## src/rtl/rtct_pkg.sv

```systemverilog
// constants shared by the real time clock register block
package rtct_pkg;

    localparam int ADDR_W = 6;
    localparam int DATA_W = 24;
    localparam int TOD_W  = 17;
    localparam int DAY_W  = 15;
    localparam int CAL_W  = 5;
    localparam int MODE_W = 2;
    localparam int SPARE_W = 6;

    // register addresses on the register access port
    localparam logic [ADDR_W-1:0] ADDR_TIME_OF_DAY = 6'h14;
    localparam logic [ADDR_W-1:0] ADDR_TIME_ALARM  = 6'h15;
    localparam logic [ADDR_W-1:0] ADDR_DAY_COUNT   = 6'h16;
    localparam logic [ADDR_W-1:0] ADDR_DAY_ALARM   = 6'h17;

    // field positions
    localparam int TOD_LSB   = 0;
    localparam int TOD_MSB   = 16;
    localparam int CAL_LSB   = 17;
    localparam int CAL_MSB   = 21;
    localparam int MODE_LSB  = 22;
    localparam int MODE_MSB  = 23;
    localparam int SPARE_LSB = 17;
    localparam int SPARE_MSB = 22;
    localparam int DIS_BIT   = 23;
    localparam int DAY_LSB   = 0;
    localparam int DAY_MSB   = 14;

    // reset values
    localparam logic [TOD_W-1:0]   TOD_RESET   = 17'h00000;
    localparam logic [CAL_W-1:0]   CAL_RESET   = 5'h00;
    localparam logic [MODE_W-1:0]  MODE_RESET  = 2'h0;
    localparam logic [TOD_W-1:0]   TIME_ALARM_VALUE_RESET  = 17'h1FFFF;
    localparam logic [SPARE_W-1:0] SPARE_RESET = 6'h00;
    localparam logic               DIS_RESET   = 1'b0;
    localparam logic [DAY_W-1:0]   DAY_RESET   = 15'h0000;
    localparam logic [DAY_W-1:0]   DAY_ALARM_VALUE_RESET  = 15'h7FFF;
    localparam logic [DATA_W-1:0]  READ_ZERO   = 24'h000000;

    // seconds in one day; time count wraps here and bumps the day
    localparam logic [TOD_W-1:0] SECONDS_PER_DAY = 17'h15180;

endpackage

```

## src/rtl/rtct_count_if.sv

```systemverilog
// carrier between register file and the time/day counter
`timescale 1ns/1ps
interface rtct_count_if;
    logic                          tick;
    logic                          run;
    logic                          tod_load;
    logic                          day_load;
    logic [rtct_pkg::TOD_W-1:0]    tod_value;
    logic [rtct_pkg::DAY_W-1:0]    day_value;
    logic [rtct_pkg::TOD_W-1:0]    time_of_day_count;
    logic [rtct_pkg::DAY_W-1:0]    day;

    modport ctrl (
        output tick,
        output run,
        output tod_load,
        output day_load,
        output tod_value,
        output day_value,
        input  time_of_day_count,
        input  day
    );
    modport counter (
        input  tick,
        input  run,
        input  tod_load,
        input  day_load,
        input  tod_value,
        input  day_value,
        output time_of_day_count,
        output day
    );
endinterface

```

## src/rtl/rtct_counter.sv

```systemverilog
// time-of-day and day counters with software load
`timescale 1ns/1ps
module rtct_counter #(
    parameter logic [rtct_pkg::TOD_W-1:0] DAY_LENGTH =
        rtct_pkg::SECONDS_PER_DAY
) (
    // clock and reset
    input  wire logic          clk_in,
    input  wire logic          rst_n_in,
    // counter side of the carrier
    rtct_count_if.counter      cnt
);

    logic [rtct_pkg::TOD_W-1:0] time_of_day_count;
    logic [rtct_pkg::DAY_W-1:0] day;
    logic                       wrap;

    assign wrap = (time_of_day_count == DAY_LENGTH - 17'h00001);

    // a software load wins over a tick in the same cycle
    always_ff @(posedge clk_in or negedge rst_n_in) begin
        if (!rst_n_in) begin
            time_of_day_count <= rtct_pkg::TOD_RESET;
        end else if (cnt.tod_load) begin
            time_of_day_count <= cnt.tod_value;
        end else if (cnt.run && cnt.tick) begin
            time_of_day_count <= wrap ? rtct_pkg::TOD_RESET : time_of_day_count + 17'h00001;
        end
    end

    always_ff @(posedge clk_in or negedge rst_n_in) begin
        if (!rst_n_in) begin
            day <= rtct_pkg::DAY_RESET;
        end else if (cnt.day_load) begin
            day <= cnt.day_value;
        end else if (cnt.run && cnt.tick && wrap && !cnt.tod_load) begin
            day <= day + 15'h0001;
        end
    end

    assign cnt.time_of_day_count = time_of_day_count;
    assign cnt.day = day;

endmodule

```

## src/rtl/rtct_registers.sv

```systemverilog
// real time clock registers, alarm compare and register port
`timescale 1ns/1ps
module rtct_registers #(
    parameter logic [rtct_pkg::TOD_W-1:0] DAY_LENGTH =
        rtct_pkg::SECONDS_PER_DAY
) (
    // clock and clock-domain power-on reset
    input  wire logic                        clk_in,
    input  wire logic                        rst_n_in,
    // one-second tick from logic on the same clock
    input  wire logic                        tick_in,
    // register access port
    input  wire logic [rtct_pkg::ADDR_W-1:0] reg_addr_in,
    input  wire logic                        reg_wr_in,
    input  wire logic                        reg_rd_in,
    input  wire logic [rtct_pkg::DATA_W-1:0] reg_wdata_in,
    output logic      [rtct_pkg::DATA_W-1:0] reg_rdata_out,
    output logic                             reg_rvalid_out,
    // status and control towards the rest of the device
    output logic                             alarm_event_out,
    output logic                             clock_enabled_out,
    output logic      [rtct_pkg::CAL_W-1:0]  clock_calibration_count_out,
    output logic      [rtct_pkg::MODE_W-1:0] clock_calibration_select_out
);

    ////////////////////////////////////////////////////////////////////////
    // register storage

    logic [rtct_pkg::CAL_W-1:0]   clock_calibration_count;
    logic [rtct_pkg::MODE_W-1:0]  clock_calibration_select;
    logic [rtct_pkg::TOD_W-1:0]   time_alarm_value;
    logic [rtct_pkg::SPARE_W-1:0] alarm_spare;
    logic                         clock_disable_bit;
    logic [rtct_pkg::DAY_W-1:0]   day_alarm_value;
    logic                         wr_time;
    logic                         wr_alarm;
    logic                         wr_day;
    logic                         wr_day_alarm;
    logic                         match;
    logic                         match_seen;
    logic [rtct_pkg::DATA_W-1:0]  next_rdata;

    rtct_count_if cnt_if ();

    assign wr_time      = reg_wr_in
                       && reg_addr_in == rtct_pkg::ADDR_TIME_OF_DAY;
    assign wr_alarm     = reg_wr_in
                       && reg_addr_in == rtct_pkg::ADDR_TIME_ALARM;
    assign wr_day       = reg_wr_in && reg_addr_in == rtct_pkg::ADDR_DAY_COUNT;
    assign wr_day_alarm = reg_wr_in && reg_addr_in == rtct_pkg::ADDR_DAY_ALARM;

    always_ff @(posedge clk_in or negedge rst_n_in) begin
        if (!rst_n_in) begin
            clock_calibration_count  <= rtct_pkg::CAL_RESET;
            clock_calibration_select <= rtct_pkg::MODE_RESET;
        end else if (wr_time) begin
            clock_calibration_count <=
                reg_wdata_in[rtct_pkg::CAL_MSB:rtct_pkg::CAL_LSB];
            clock_calibration_select <=
                reg_wdata_in[rtct_pkg::MODE_MSB:rtct_pkg::MODE_LSB];
        end
    end

    always_ff @(posedge clk_in or negedge rst_n_in) begin
        if (!rst_n_in) begin
            time_alarm_value  <= rtct_pkg::TIME_ALARM_VALUE_RESET;
            alarm_spare       <= rtct_pkg::SPARE_RESET;
            clock_disable_bit <= rtct_pkg::DIS_RESET;
        end else if (wr_alarm) begin
            time_alarm_value <=
                reg_wdata_in[rtct_pkg::TOD_MSB:rtct_pkg::TOD_LSB];
            alarm_spare <=
                reg_wdata_in[rtct_pkg::SPARE_MSB:rtct_pkg::SPARE_LSB];
            clock_disable_bit <= reg_wdata_in[rtct_pkg::DIS_BIT];
        end
    end

    always_ff @(posedge clk_in or negedge rst_n_in) begin
        if (!rst_n_in) begin
            day_alarm_value <= rtct_pkg::DAY_ALARM_VALUE_RESET;
        end else if (wr_day_alarm) begin
            day_alarm_value <=
                reg_wdata_in[rtct_pkg::DAY_MSB:rtct_pkg::DAY_LSB];
        end
    end

    ////////////////////////////////////////////////////////////////////////
    // counters

    assign cnt_if.tick      = tick_in;
    assign cnt_if.run       = !clock_disable_bit;
    assign cnt_if.tod_load  = wr_time;
    assign cnt_if.day_load  = wr_day;
    assign cnt_if.tod_value =
        reg_wdata_in[rtct_pkg::TOD_MSB:rtct_pkg::TOD_LSB];
    assign cnt_if.day_value =
        reg_wdata_in[rtct_pkg::DAY_MSB:rtct_pkg::DAY_LSB];

    rtct_counter #(
        .DAY_LENGTH (DAY_LENGTH)
    ) u_counter (
        .clk_in   (clk_in),
        .rst_n_in (rst_n_in),
        .cnt      (cnt_if.counter)
    );

    ////////////////////////////////////////////////////////////////////////
    // alarm compare

    // edge of the match so a held match gives one event, not a stream
    assign match = !clock_disable_bit
                && cnt_if.time_of_day_count == time_alarm_value
                && cnt_if.day == day_alarm_value;

    always_ff @(posedge clk_in or negedge rst_n_in) begin
        if (!rst_n_in) begin
            match_seen      <= 1'b0;
            alarm_event_out <= 1'b0;
        end else begin
            match_seen      <= match;
            alarm_event_out <= match && !match_seen;
        end
    end

    ////////////////////////////////////////////////////////////////////////
    // read port; unused upper bits and unmapped addresses read zero

    always_comb begin
        next_rdata = rtct_pkg::READ_ZERO;
        case (reg_addr_in)
            rtct_pkg::ADDR_TIME_OF_DAY: begin
                next_rdata = {clock_calibration_select,
                              clock_calibration_count, cnt_if.time_of_day_count};
            end
            rtct_pkg::ADDR_TIME_ALARM: begin
                next_rdata = {clock_disable_bit, alarm_spare,
                              time_alarm_value};
            end
            rtct_pkg::ADDR_DAY_COUNT: begin
                next_rdata[rtct_pkg::DAY_MSB:rtct_pkg::DAY_LSB] =
                    cnt_if.day;
            end
            rtct_pkg::ADDR_DAY_ALARM: begin
                next_rdata[rtct_pkg::DAY_MSB:rtct_pkg::DAY_LSB] =
                    day_alarm_value;
            end
            default: begin
                next_rdata = rtct_pkg::READ_ZERO;
            end
        endcase
    end

    always_ff @(posedge clk_in or negedge rst_n_in) begin
        if (!rst_n_in) begin
            reg_rdata_out  <= rtct_pkg::READ_ZERO;
            reg_rvalid_out <= 1'b0;
        end else begin
            reg_rvalid_out <= reg_rd_in;
            if (reg_rd_in) begin
                reg_rdata_out <= next_rdata;
            end
        end
    end

    ////////////////////////////////////////////////////////////////////////
    // status outputs

    always_ff @(posedge clk_in or negedge rst_n_in) begin
        if (!rst_n_in) begin
            clock_enabled_out            <= 1'b0;
            clock_calibration_count_out  <= rtct_pkg::CAL_RESET;
            clock_calibration_select_out <= rtct_pkg::MODE_RESET;
        end else begin
            clock_enabled_out            <= !clock_disable_bit;
            clock_calibration_count_out  <= clock_calibration_count;
            clock_calibration_select_out <= clock_calibration_select;
        end
    end

endmodule

```

## config.mk

```make
export PLATFORM = sky130hd
export DESIGN_NAME = rtct_registers
export DESIGN_NICKNAME = d
export VERILOG_FILES = /design/src/rtl/rtct_pkg.sv /design/src/rtl/rtct_count_if.sv /design/src/rtl/rtct_counter.sv /design/src/rtl/rtct_registers.sv
export SDC_FILE = /design/constraint.sdc
export NUM_CORES = 1
export LEC_CHECK = 0
export BUFFER_PORTS_ARGS = -buffer_cell sky130_fd_sc_hd__buf_2
export CAP_MARGIN = 20
export CORE_MARGIN = 1
export CORE_UTILIZATION = 45
export DETAILED_ROUTE_END_ITERATION = 6
export GPL_TIMING_DRIVEN = 1
export PLACE_DENSITY_LB_ADDON = 0.12
export SLEW_MARGIN = 20
export SYNTH_ARGS = -nofsm -noshare
export SYNTH_HDL_FRONTEND = slang
export SYNTH_HIERARCHICAL = 1
export SYNTH_SLANG_ARGS = --single-unit
```

## constraint.sdc

```tcl
create_clock -name clk_in -period 2.4 [get_ports clk_in]
set_clock_uncertainty 0.1 [all_clocks]
set_input_delay 0.12 -clock clk_in [delete_from_list [all_inputs] [get_ports clk_in]]
set_output_delay 0.12 -clock clk_in [all_outputs]
set_load 0.05 [all_outputs]
```

* Word level (Yosys, flattened, before mapping) *
Index checks and enable logic that the tools add are counted.

storage, ports and cells
  register bits after elaboration = 113
  bits of input ports = 35
  output and inout port bits = 34
  word-level logic and storage cells = 46

cells by class
  add/sub/neg operators = 2
  eq/ne operators = 7
  mux-type cells = 7
  reductions and logical operators = 15

operator list
  kind                                                                   count
  15-bit case mux with 4 select lines                                    1
  17-bit two-way mux                                                     3
  15-bit two-way mux                                                     2
  6-bit by 5-bit equality test with 1-bit output, second input constant  4
  9-bit case mux with 2 select lines                                     1
  17-bit by 1-bit adder with 17-bit output, second input constant        1
  17-bit equality test                                                   1
  17-bit equality test, second input constant                            1
  15-bit by 1-bit adder with 15-bit output, second input constant        1
  15-bit equality test                                                   1
  1-bit logical AND                                                      10
  2-bit nonzero test                                                     2
  1-bit zero test                                                        3

* Depth between registers and ports, before layout *
Gate-level depths: netlist of run 1.

  word-level depth = 6
  depth in mapped cells = 9
  mapped depth without buffers = 7

* Modules after synthesis *
Netlist of run 1, hierarchy kept.

by module, submodules not included
  module          times used  cells an instance  area an instance (um2)  seq. area each (um2)
  rtct_registers  1           297                3970.1                  2067.0
  rtct_counter    1           247                2187.1                  800.8

* Worst setup path after synthesis of run 1 *
No wires, ideal clock.

  kind = input-to-reg
  start = input port reg_addr_in[3] (netlist bit)
  end = register u_counter.time_of_day_count, in the netlist u_counter/cnt.time_of_day_count[8]
  library setup time = 0.121 ns
  arrival time = 1.880 ns
  required time = 2.179 ns
  slack = 0.299 ns
  stages = 9
  buffers on the path = 2
  path through = nand3b_4 -> nor4b_2 -> nor2b_1 -> buf_2 -> clkbuf_1 -> a21oi_1 -> nor4b_1 -> xor2_1 -> a22o_1

between the ends
  word-level cells in the longest chain between the ends = 3
  elaborated cells between the ends (all ways) = 4
  classes of those cells = 1 x eq/ne; 1 x mux; 2 x reduce/logical

RTL lines
  item                                                             line                  RTL
  from (decl)                                                      rtct_registers.sv:13  input wire logic [rtct_pkg::ADDR_W-1:0] reg_addr_in,
  6-bit by 5-bit equality test with 1-bit output (*)               rtct_registers.sv:46  && reg_addr_in == rtct_pkg::ADDR_TIME_OF_DAY;
  1-bit logical AND (*)                                            rtct_registers.sv:46
  via cnt_if.tod_load                                              rtct_count_if.sv:6    logic tod_load;
  17-bit two-way mux / 2-bit nonzero test (equally long branches)  --
  to (signal assigned)                                             rtct_counter.sv:23    time_of_day_count <= rtct_pkg::TOD_RESET;
  to (signal assigned)                                             rtct_counter.sv:25    time_of_day_count <= cnt.tod_value;
  to (signal assigned)                                             rtct_counter.sv:27    time_of_day_count <= wrap ? rtct_pkg::TOD_RESET : time_of_day_count + 17'h00001;
  to (decl)                                                        rtct_counter.sv:14    logic [rtct_pkg::TOD_W-1:0] time_of_day_count;

Mark *: on every way through the listed nets, which the timed path passes. The rest lies on a longest branch.
A chain may end at the register's enable or synchronous reset.

* Worst setup path after layout of run 1 *
  start = register u_counter.time_of_day_count, in the netlist u_counter/cnt.time_of_day_count[10]
  end = register u_counter.day, in the netlist u_counter/cnt.day[7]

between the ends
  word-level cells in the longest chain between the ends = 4

RTL lines
  item                                 line                RTL
  17-bit equality test                 rtct_counter.sv:18  assign wrap = (time_of_day_count == DAY_LENGTH - 17'h00001);
  1-bit logical AND (2 in series)      rtct_counter.sv:36  end else if (cnt.run && cnt.tick && wrap && !cnt.tod_load) begin
  2-bit nonzero test (no source line)  --
  to (signal assigned)                 rtct_counter.sv:33  day <= rtct_pkg::DAY_RESET;
  to (signal assigned)                 rtct_counter.sv:35  day <= cnt.day_value;
  to (signal assigned)                 rtct_counter.sv:37  day <= day + 15'h0001;
  to (decl)                            rtct_counter.sv:15  logic [rtct_pkg::DAY_W-1:0] day;

No other way between the ends.

==> results.ini, run 1 <==
[run_status]
outcome = completed

[synthesis]
yosys_warnings = 6
synth.top_cells.by_count = sky130_fd_sc_hd__dfrtp_1, sky130_fd_sc_hd__inv_1, sky130_fd_sc_hd__mux2_2
yosysMostFrequentCell = sky130_fd_sc_hd__dfrtp_1
mappedNetlistNets = 581
synth_sequential_area_ratio = 0.466
synth_enable_flop_cells = 0
most_used_flip_flop_cell_after_synthesis = sky130_fd_sc_hd__dfrtp_1
synth.cell_area_sq_um = 6160
synth.top_cells.by_area = sky130_fd_sc_hd__dfrtp_1, sky130_fd_sc_hd__dfstp_2, sky130_fd_sc_hd__mux2_2
synthDominantAreaCellType = sky130_fd_sc_hd__dfrtp_1
synth_cell_type_count = 72
synth_top_area_frac = 0.329
post_synth_inst_count = 544
asyncSetResetFlopFracSynth = 1.00
synth-seq-cells = 113
synthesis.area_per_instance_sq_um = 11.3

[grt]
first_global_vias = 4970
grt_start_max_net_pins = 51
grt_first_pass_wirelength_mm = 27.2
grt_util_all_layers = 0.259
globalRouteOverflowTotal = 0
antenna_found_initial = 0

[routing]
met2RoutedLength_mm = 8.01
drcViolationCount = 0
detail_route.vias_per_cell = 5.82
num_vias = 4910
met3_wirelength_um = 966
drt_pre_antenna_iters = 5
routed_length_per_instance_um = 20.3
met1Wirelength_mm = 7.66
drt-initial-drc-count = 331
ant_nets = 0
wirelength_mm = 17.1
topRoutingLayerUsed = met4

[setup_path]
worst_ep_required_time_ns = 2.60
critical_path_cell_list = nor4b_2, nand4_2, o311a_1, a221o_1
critPathMaxFanout = 11
timing.critical_path.max_delay_family = simple AND/OR/NAND/NOR gates
timing.critical_path.slowest_stage_cell = sky130_fd_sc_hd__dfrtp_1
worst-r2r-cell-count = 4
timing.critical_path.buf_inv = 0
worst_setup_path_end_kind = register
timing_worst_setup_path_type = register to register
crit-reg2reg-capture = u_counter/cnt.day[7]$_DFFE_PN0P_
cp.arrival_ns = 2.46
timing.critical_path.slowest_cell_delay_ns = 0.50
worstSetupStartpointType = register
timing.rr.start = u_counter/cnt.time_of_day_count[10]$_DFFE_PN0P_
timing.reg2reg.setup_slack_ns = 0.14

[floorplan]
initial_core_utilization = 0.463
die-width_um = 119
placement_rows = 42
die_area_sq_um = 14200
chipHeight_um = 119
io_pins = 69
core_sq_um = 13300

[worst_hold_path]
min_path_cells = 2
hold_path_end = reg_rvalid_out$_DFF_PN0_
hold_path.startpoint = reg_rd_in
min_path_type = input port to register

[clock_network]
tritoncts_num_sinks = 113
ctsRootBufferMaster = sky130_fd_sc_hd__clkbuf_16
cts-buffers-inserted = 17
cts_tree = yes
clkLatencyLatePin_ns = 0.41
clk_pin_slew_worst_paths_ns = 0.05
number_of_levels_in_the_clock_h_tree = 4
ctsLongestPathBuffers = 2
cts_setup_buffers = 0

[cells_and_area]
num-nets-final = 692
finalNonFillerCells = 844
flow.area_growth_from_synthesis_pct = 23.2
finish.instance_area_sq_um = 7590
fillers = 1150
fraction_of_final_layout_cells_sized_beyond_drive_strength_1 = 0.362
antenna_cells = 0

[sta]
maximum_operating_frequency_mhz = 442
timing.final.crit_period_ns = 2.26
unrepaired_setup_endpoints_after_global_routing = no
final_setup_slack_of_the_worst_path_ns = 0.136
setup_total_negative_slack_ns = 0
report.final.slew_viol_count = 0
final_hold_vio_count = 0
max-slew-margin-rel = 0.629
finalSetupViolations = 0
period_utilization = 0.943
timing_worst_slew_pin_value_ns = 0.551

[job]
cap_violations = 0

[power_and_ir_drop]
ir_worst_vdd_v = 0.000477
cellPowerDensity_nw_per_um2 = 778
p_leak_nw = 3.27

[placement]
place.detailed.hpwl_mm = 12.1
gp_congestion = 0.892
pre_cts_ws_ns = 0.210
placement.io_buffers = 68
dpl.cell_count = 785
placed_area_sq_um = 6780

cell type report:
class / count / area, sq um / area share
multi-input combinational: 350 / 2930 / 0.386
sequential: 113 / 2870 / 0.378
timing repair buffer: 122 / 841 / 0.111
clock buffer: 26 / 509 / 0.0671
tap: 176 / 220 / 0.0290
inverter: 51 / 191 / 0.0252
clock inverter: 6 / 30.0 / 0.00396
worst max-delay path by stage:
stage	start	endpoint	cells after the start	slack, ns
6_report	u_counter/cnt.time_of_day_count[10]$_DFFE_PN0P_	u_counter/cnt.day[7]$_DFFE_PN0P_	4	0.14
2_1_floorplan	reg_addr_in[3]	u_counter/cnt.time_of_day_count[8]$_DFFE_PN0P_	9	0.30
3_5_place_dp	u_counter/cnt.time_of_day_count[10]$_DFFE_PN0P_	u_counter/cnt.day[7]$_DFFE_PN0P_	4	0.21
5_1_grt	u_counter/cnt.time_of_day_count[10]$_DFFE_PN0P_	u_counter/cnt.day[7]$_DFFE_PN0P_	4	0.11
3_3_place_gp	reg_addr_in[3]	u_counter/cnt.time_of_day_count[14]$_DFFE_PN0P_	8	0.27
4_1_cts	u_counter/cnt.time_of_day_count[10]$_DFFE_PN0P_	u_counter/cnt.day[7]$_DFFE_PN0P_	4	0.20
layout by cell type, fill, tap and decap left out, types with 10 or more instances in the layout:
master	count
sky130_fd_sc_hd__nand4_1	12
sky130_fd_sc_hd__buf_4	26
sky130_fd_sc_hd__nand3_1	15
sky130_fd_sc_hd__nand2_1	29
sky130_fd_sc_hd__inv_1	50
sky130_fd_sc_hd__o31ai_1	10
sky130_fd_sc_hd__dfstp_2	32
sky130_fd_sc_hd__mux4_2	15
sky130_fd_sc_hd__mux2_2	45
sky130_fd_sc_hd__o22ai_1	18
sky130_fd_sc_hd__dfrtp_1	81
sky130_fd_sc_hd__buf_2	67
sky130_fd_sc_hd__xnor2_1	10
sky130_fd_sc_hd__nor2_1	16
sky130_fd_sc_hd__xor2_1	22
sky130_fd_sc_hd__dlygate4sd3_1	27
sky130_fd_sc_hd__mux2i_1	10
sky130_fd_sc_hd__nor4_1	14
sky130_fd_sc_hd__clkbuf_16	17
what timing repair did:
action	4_1_cts	5_1_grt
hold endpoints to repair	136	0
hold buffers	27	0
gates resized for setup	0	0
power breakdown:
part,internal [mW],switching (mW)
registers,2.19,0.253
logic,0.547,0.630
clock network,1.44,0.835
routing by layer:
layer | global-route usage | up-vias
li1 | - | 2241
met1 | 0.353 | 2443
met2 | 0.398 | 194
met3 | 0.0489 | 32
met4 | 0.123 | 0
met5 | 0 | -
metrics by stage:
| step | util | total power, mW | hold slack, ns |
|---|---|---|---|
| 6_report | 0.571 | 5.90 | 0.0569 |
| 5_1_grt | 0.571 | 6.16 | 0.0625 |
| 2_1_floorplan | - | 3.16 | -0.276 |
| 4_1_cts | 0.571 | 5.94 | 0.0409 |
| 3_3_place_gp | 0.510 | 3.57 | -0.0157 |
| 3_5_place_dp | 0.510 | 3.60 | -0.0189 |
state kept, by name (all words and copies together), names as in the netlist, 2 cells and up:
signal                           flops
u_counter/cnt.time_of_day_count     17
clock_calibration_count_out          5
u_counter/cnt.day                   15
time_alarm_value                    17
alarm_spare                          6
reg_rdata_out                       24
day_alarm_value                     15
clock_calibration_count              5
clock_calibration_select_out         2
clock_calibration_select             2
kinds of logic after synthesis:
group,synth area share
flops,0.466
fa+ha+maj,0.00406
mux,0.153
compound gates,0.111
simple gates,0.161
xor+xnor,0.0455
buf+inv,0.0593
(Power assumes the default switching activity.)
==> inputs of run 2 (changes only) <==
--- a/config.mk
+++ b/config.mk
@@ -7,6 +7,7 @@
 export LEC_CHECK = 0
 export BUFFER_PORTS_ARGS = -buffer_cell sky130_fd_sc_hd__buf_2
 export CAP_MARGIN = 20
+export CORE_ASPECT_RATIO = 0.5
 export CORE_MARGIN = 1
 export CORE_UTILIZATION = 45
 export DETAILED_ROUTE_END_ITERATION = 6
==> constraint.sdc (replaced) <==
create_clock -name clk_in -period 2.25 [get_ports clk_in]
set_clock_uncertainty 0.1 [all_clocks]
set_input_delay 0.1125 -clock clk_in [delete_from_list [all_inputs] [get_ports clk_in]]
set_output_delay 0.1125 -clock clk_in [all_outputs]
set_load 0.05 [all_outputs]
==> run 2 against run 1 <==
Net effect:
- total power increased by 11%
- die area grew 0.20%
- fmax is 4.5% higher
- via count grew 2.0%
- final cell count fell by 0.36%
- global-route usage is 1.1 points higher
- sequential power is 8.2% higher
- critical path depth is 1 higher
- register-to-register slack lost 0.05 ns
- clock power is 18% higher
- highest routed layer unchanged
==> results.ini, run 2 (same netlist as run 1, synthesis figures left out) <==
[run_status]
outcome = completed

[setup_path]
cp.arrival_ns = 2.36
worst_setup_path_end_kind = register
timing_worst_setup_path_type = register to register
worstSetupStartpointType = register
timing.reg2reg.setup_slack_ns = 0.08
worst_ep_required_time_ns = 2.45
critPathMaxFanout = 10

[sta]
maximum_operating_frequency_mhz = 462
finalSetupViolations = 0
report.final.slew_viol_count = 0
setup_total_negative_slack_ns = 0
period_utilization = 0.962
final_hold_vio_count = 0
timing_worst_slew_pin_value_ns = 0.583
unrepaired_setup_endpoints_after_global_routing = no
timing.final.crit_period_ns = 2.17
max-slew-margin-rel = 0.611

[clock_network]
number_of_levels_in_the_clock_h_tree = 4
cts_setup_buffers = 0
cts-buffers-inserted = 17
ctsLongestPathBuffers = 2
cts_tree = yes
ctsRootBufferMaster = sky130_fd_sc_hd__clkbuf_16
clk_pin_slew_worst_paths_ns = 0.06
tritoncts_num_sinks = 113
clkLatencyLatePin_ns = 0.41
cts_hold_buf = 26
cts_repair_resize_count = 0

[grt]
grt_first_pass_wirelength_mm = 28.2
globalRouteOverflowTotal = 0
grt_util_all_layers = 0.269
antenna_found_initial = 0
grt_start_max_net_pins = 43
first_global_vias = 4836

[routing]
wirelength_mm = 17.8
drt-initial-drc-count = 474
drt_pre_antenna_iters = 5
num_vias = 5008
routed_length_per_instance_um = 21.2
drcViolationCount = 0
ant_nets = 0
detail_route.vias_per_cell = 5.95

[cells_and_area]
antenna_cells = 0
layout_commonest_cell = sky130_fd_sc_hd__dfrtp_1
fraction_of_final_layout_cells_sized_beyond_drive_strength_1 = 0.373
num-nets-final = 695
flow.area_growth_from_synthesis_pct = 23.9
top_registers = reg_rdata_out x24, time_alarm_value x17, u_counter/cnt.time_of_day_count x17
fillers = 1124
finalCoreUtilization = 0.587
layout_common_cells = sky130_fd_sc_hd__dfrtp_1, sky130_fd_sc_hd__buf_2, sky130_fd_sc_hd__inv_1
max_flop_register = reg_rdata_out
largest_reg_flops = 24

[floorplan]
die_area_sq_um = 14200
chipHeight_um = 84.7
placement_rows = 29
io_pins = 69
initial_core_utilization = 0.474
core_sq_um = 13000
die-width_um = 167

[placement]
gp_congestion = 0.919
place.detailed.hpwl_mm = 12.9
placement.io_buffers = 68

[power_and_ir_drop]
swShare = 0.307
cellPowerDensity_nw_per_um2 = 862
p_switching_mw = 2.02
power_frac_comb = 0.189
power.internal_mw = 4.56
p_leak_nw = 3.30
power.share.sequential = 0.403
ir_worst_vdd_v = 0.000448
clockPowerShare = 0.409

[worst_hold_path]
min_path_type = input port to register

[job]
cap_violations = 0

run 2: cell count changes in the layout (fill, tap and decap cells not counted), sizes merged:
cell / previous run / this run
clkbuf: 26 / 17
inv: 50 / 55
buf: 95 / 99
bufinv: 0 / 2
clkinv: 7 / 8
clkinvlp: 0 / 1
dlygate4sd3: 27 / 26
run 2: routing by layer:
layer  share of wire  track usage  wire (um)
met3           0.091       0.0863       1610
met4          0.0080       0.0634        143
met2            0.42        0.379       7390
met5               0            0          0
met1            0.49        0.399       8660
run 2: path summary, 6_finish.rpt:
| check | startpoint | cells after the start | to |
|---|---|---|---|
| hold / removal | reg_rd_in | 2 | reg_rvalid_out$_DFF_PN0_ |
| hold reg to reg | clock_calibration_count[0]$_DFFE_PN0P_ | 0 | clock_calibration_count_out[0]$_DFF_PN0_ |
| max in group asynchronous | rst_n_in | 3 | time_alarm_value[9]$_DFFE_PN1P_ |
| setup reg to reg | u_counter/cnt.time_of_day_count[1]$_DFFE_PN0P_ | 5 | u_counter/cnt.day[7]$_DFFE_PN0P_ |
| setup / recovery | u_counter/cnt.time_of_day_count[1]$_DFFE_PN0P_ | 5 | u_counter/cnt.day[7]$_DFFE_PN0P_ |
| min in group asynchronous | rst_n_in | 2 | reg_rvalid_out$_DFF_PN0_ |
run 2: through the flow:
stage | instance area (sq um) | setup WS [ns] | hold slack, ns | total power [mW] | std cells
3_3_place_gp | 6790 | 0.171 | -0.0414 | 3.84 | 783
2_1_floorplan | 6160 | 0.157 | -0.283 | 3.37 | 544
3_5_place_dp | 6790 | 0.105 | -0.0415 | 3.86 | 783
4_1_cts | 7630 | 0.105 | 0.00762 | 6.60 | 841
6_report | 7630 | 0.0844 | 0.0186 | 6.58 | 841
5_1_grt | 7630 | 0.0222 | 0.0136 | 6.83 | 841
run 2: layout make-up:
class	count	area, sq um	area share
Multi-Input combinational cell	350	2930	0.384
Timing Repair Buffer	125	848	0.111
Clock inverter	15	158	0.0207
Sequential cell	113	2870	0.376
Clock buffer	17	425	0.0558
Inverter	51	191	0.0251
Tap cell	170	213	0.0279
run 2: worst max-delay path: stages, from the launching register on:
cell and delay, ns:
sky130_fd_sc_hd__dfrtp_1 0.42, sky130_fd_sc_hd__ha_1 0.24, sky130_fd_sc_hd__and4_4 0.35, sky130_fd_sc_hd__nand4_2 0.26
sky130_fd_sc_hd__o311a_1 0.43, sky130_fd_sc_hd__a221o_1 0.25
run 2: power by group through the flow:
stage               Clock, mW  Sequential, mW  Combinational [mW]
floorplan                   0            2.69               0.680
global placement            0            2.66                1.18
detailed placement          0            2.67                1.19
CTS                      2.73            2.64                1.23
global route             2.82            2.68                1.33
finish                   2.69            2.65                1.24
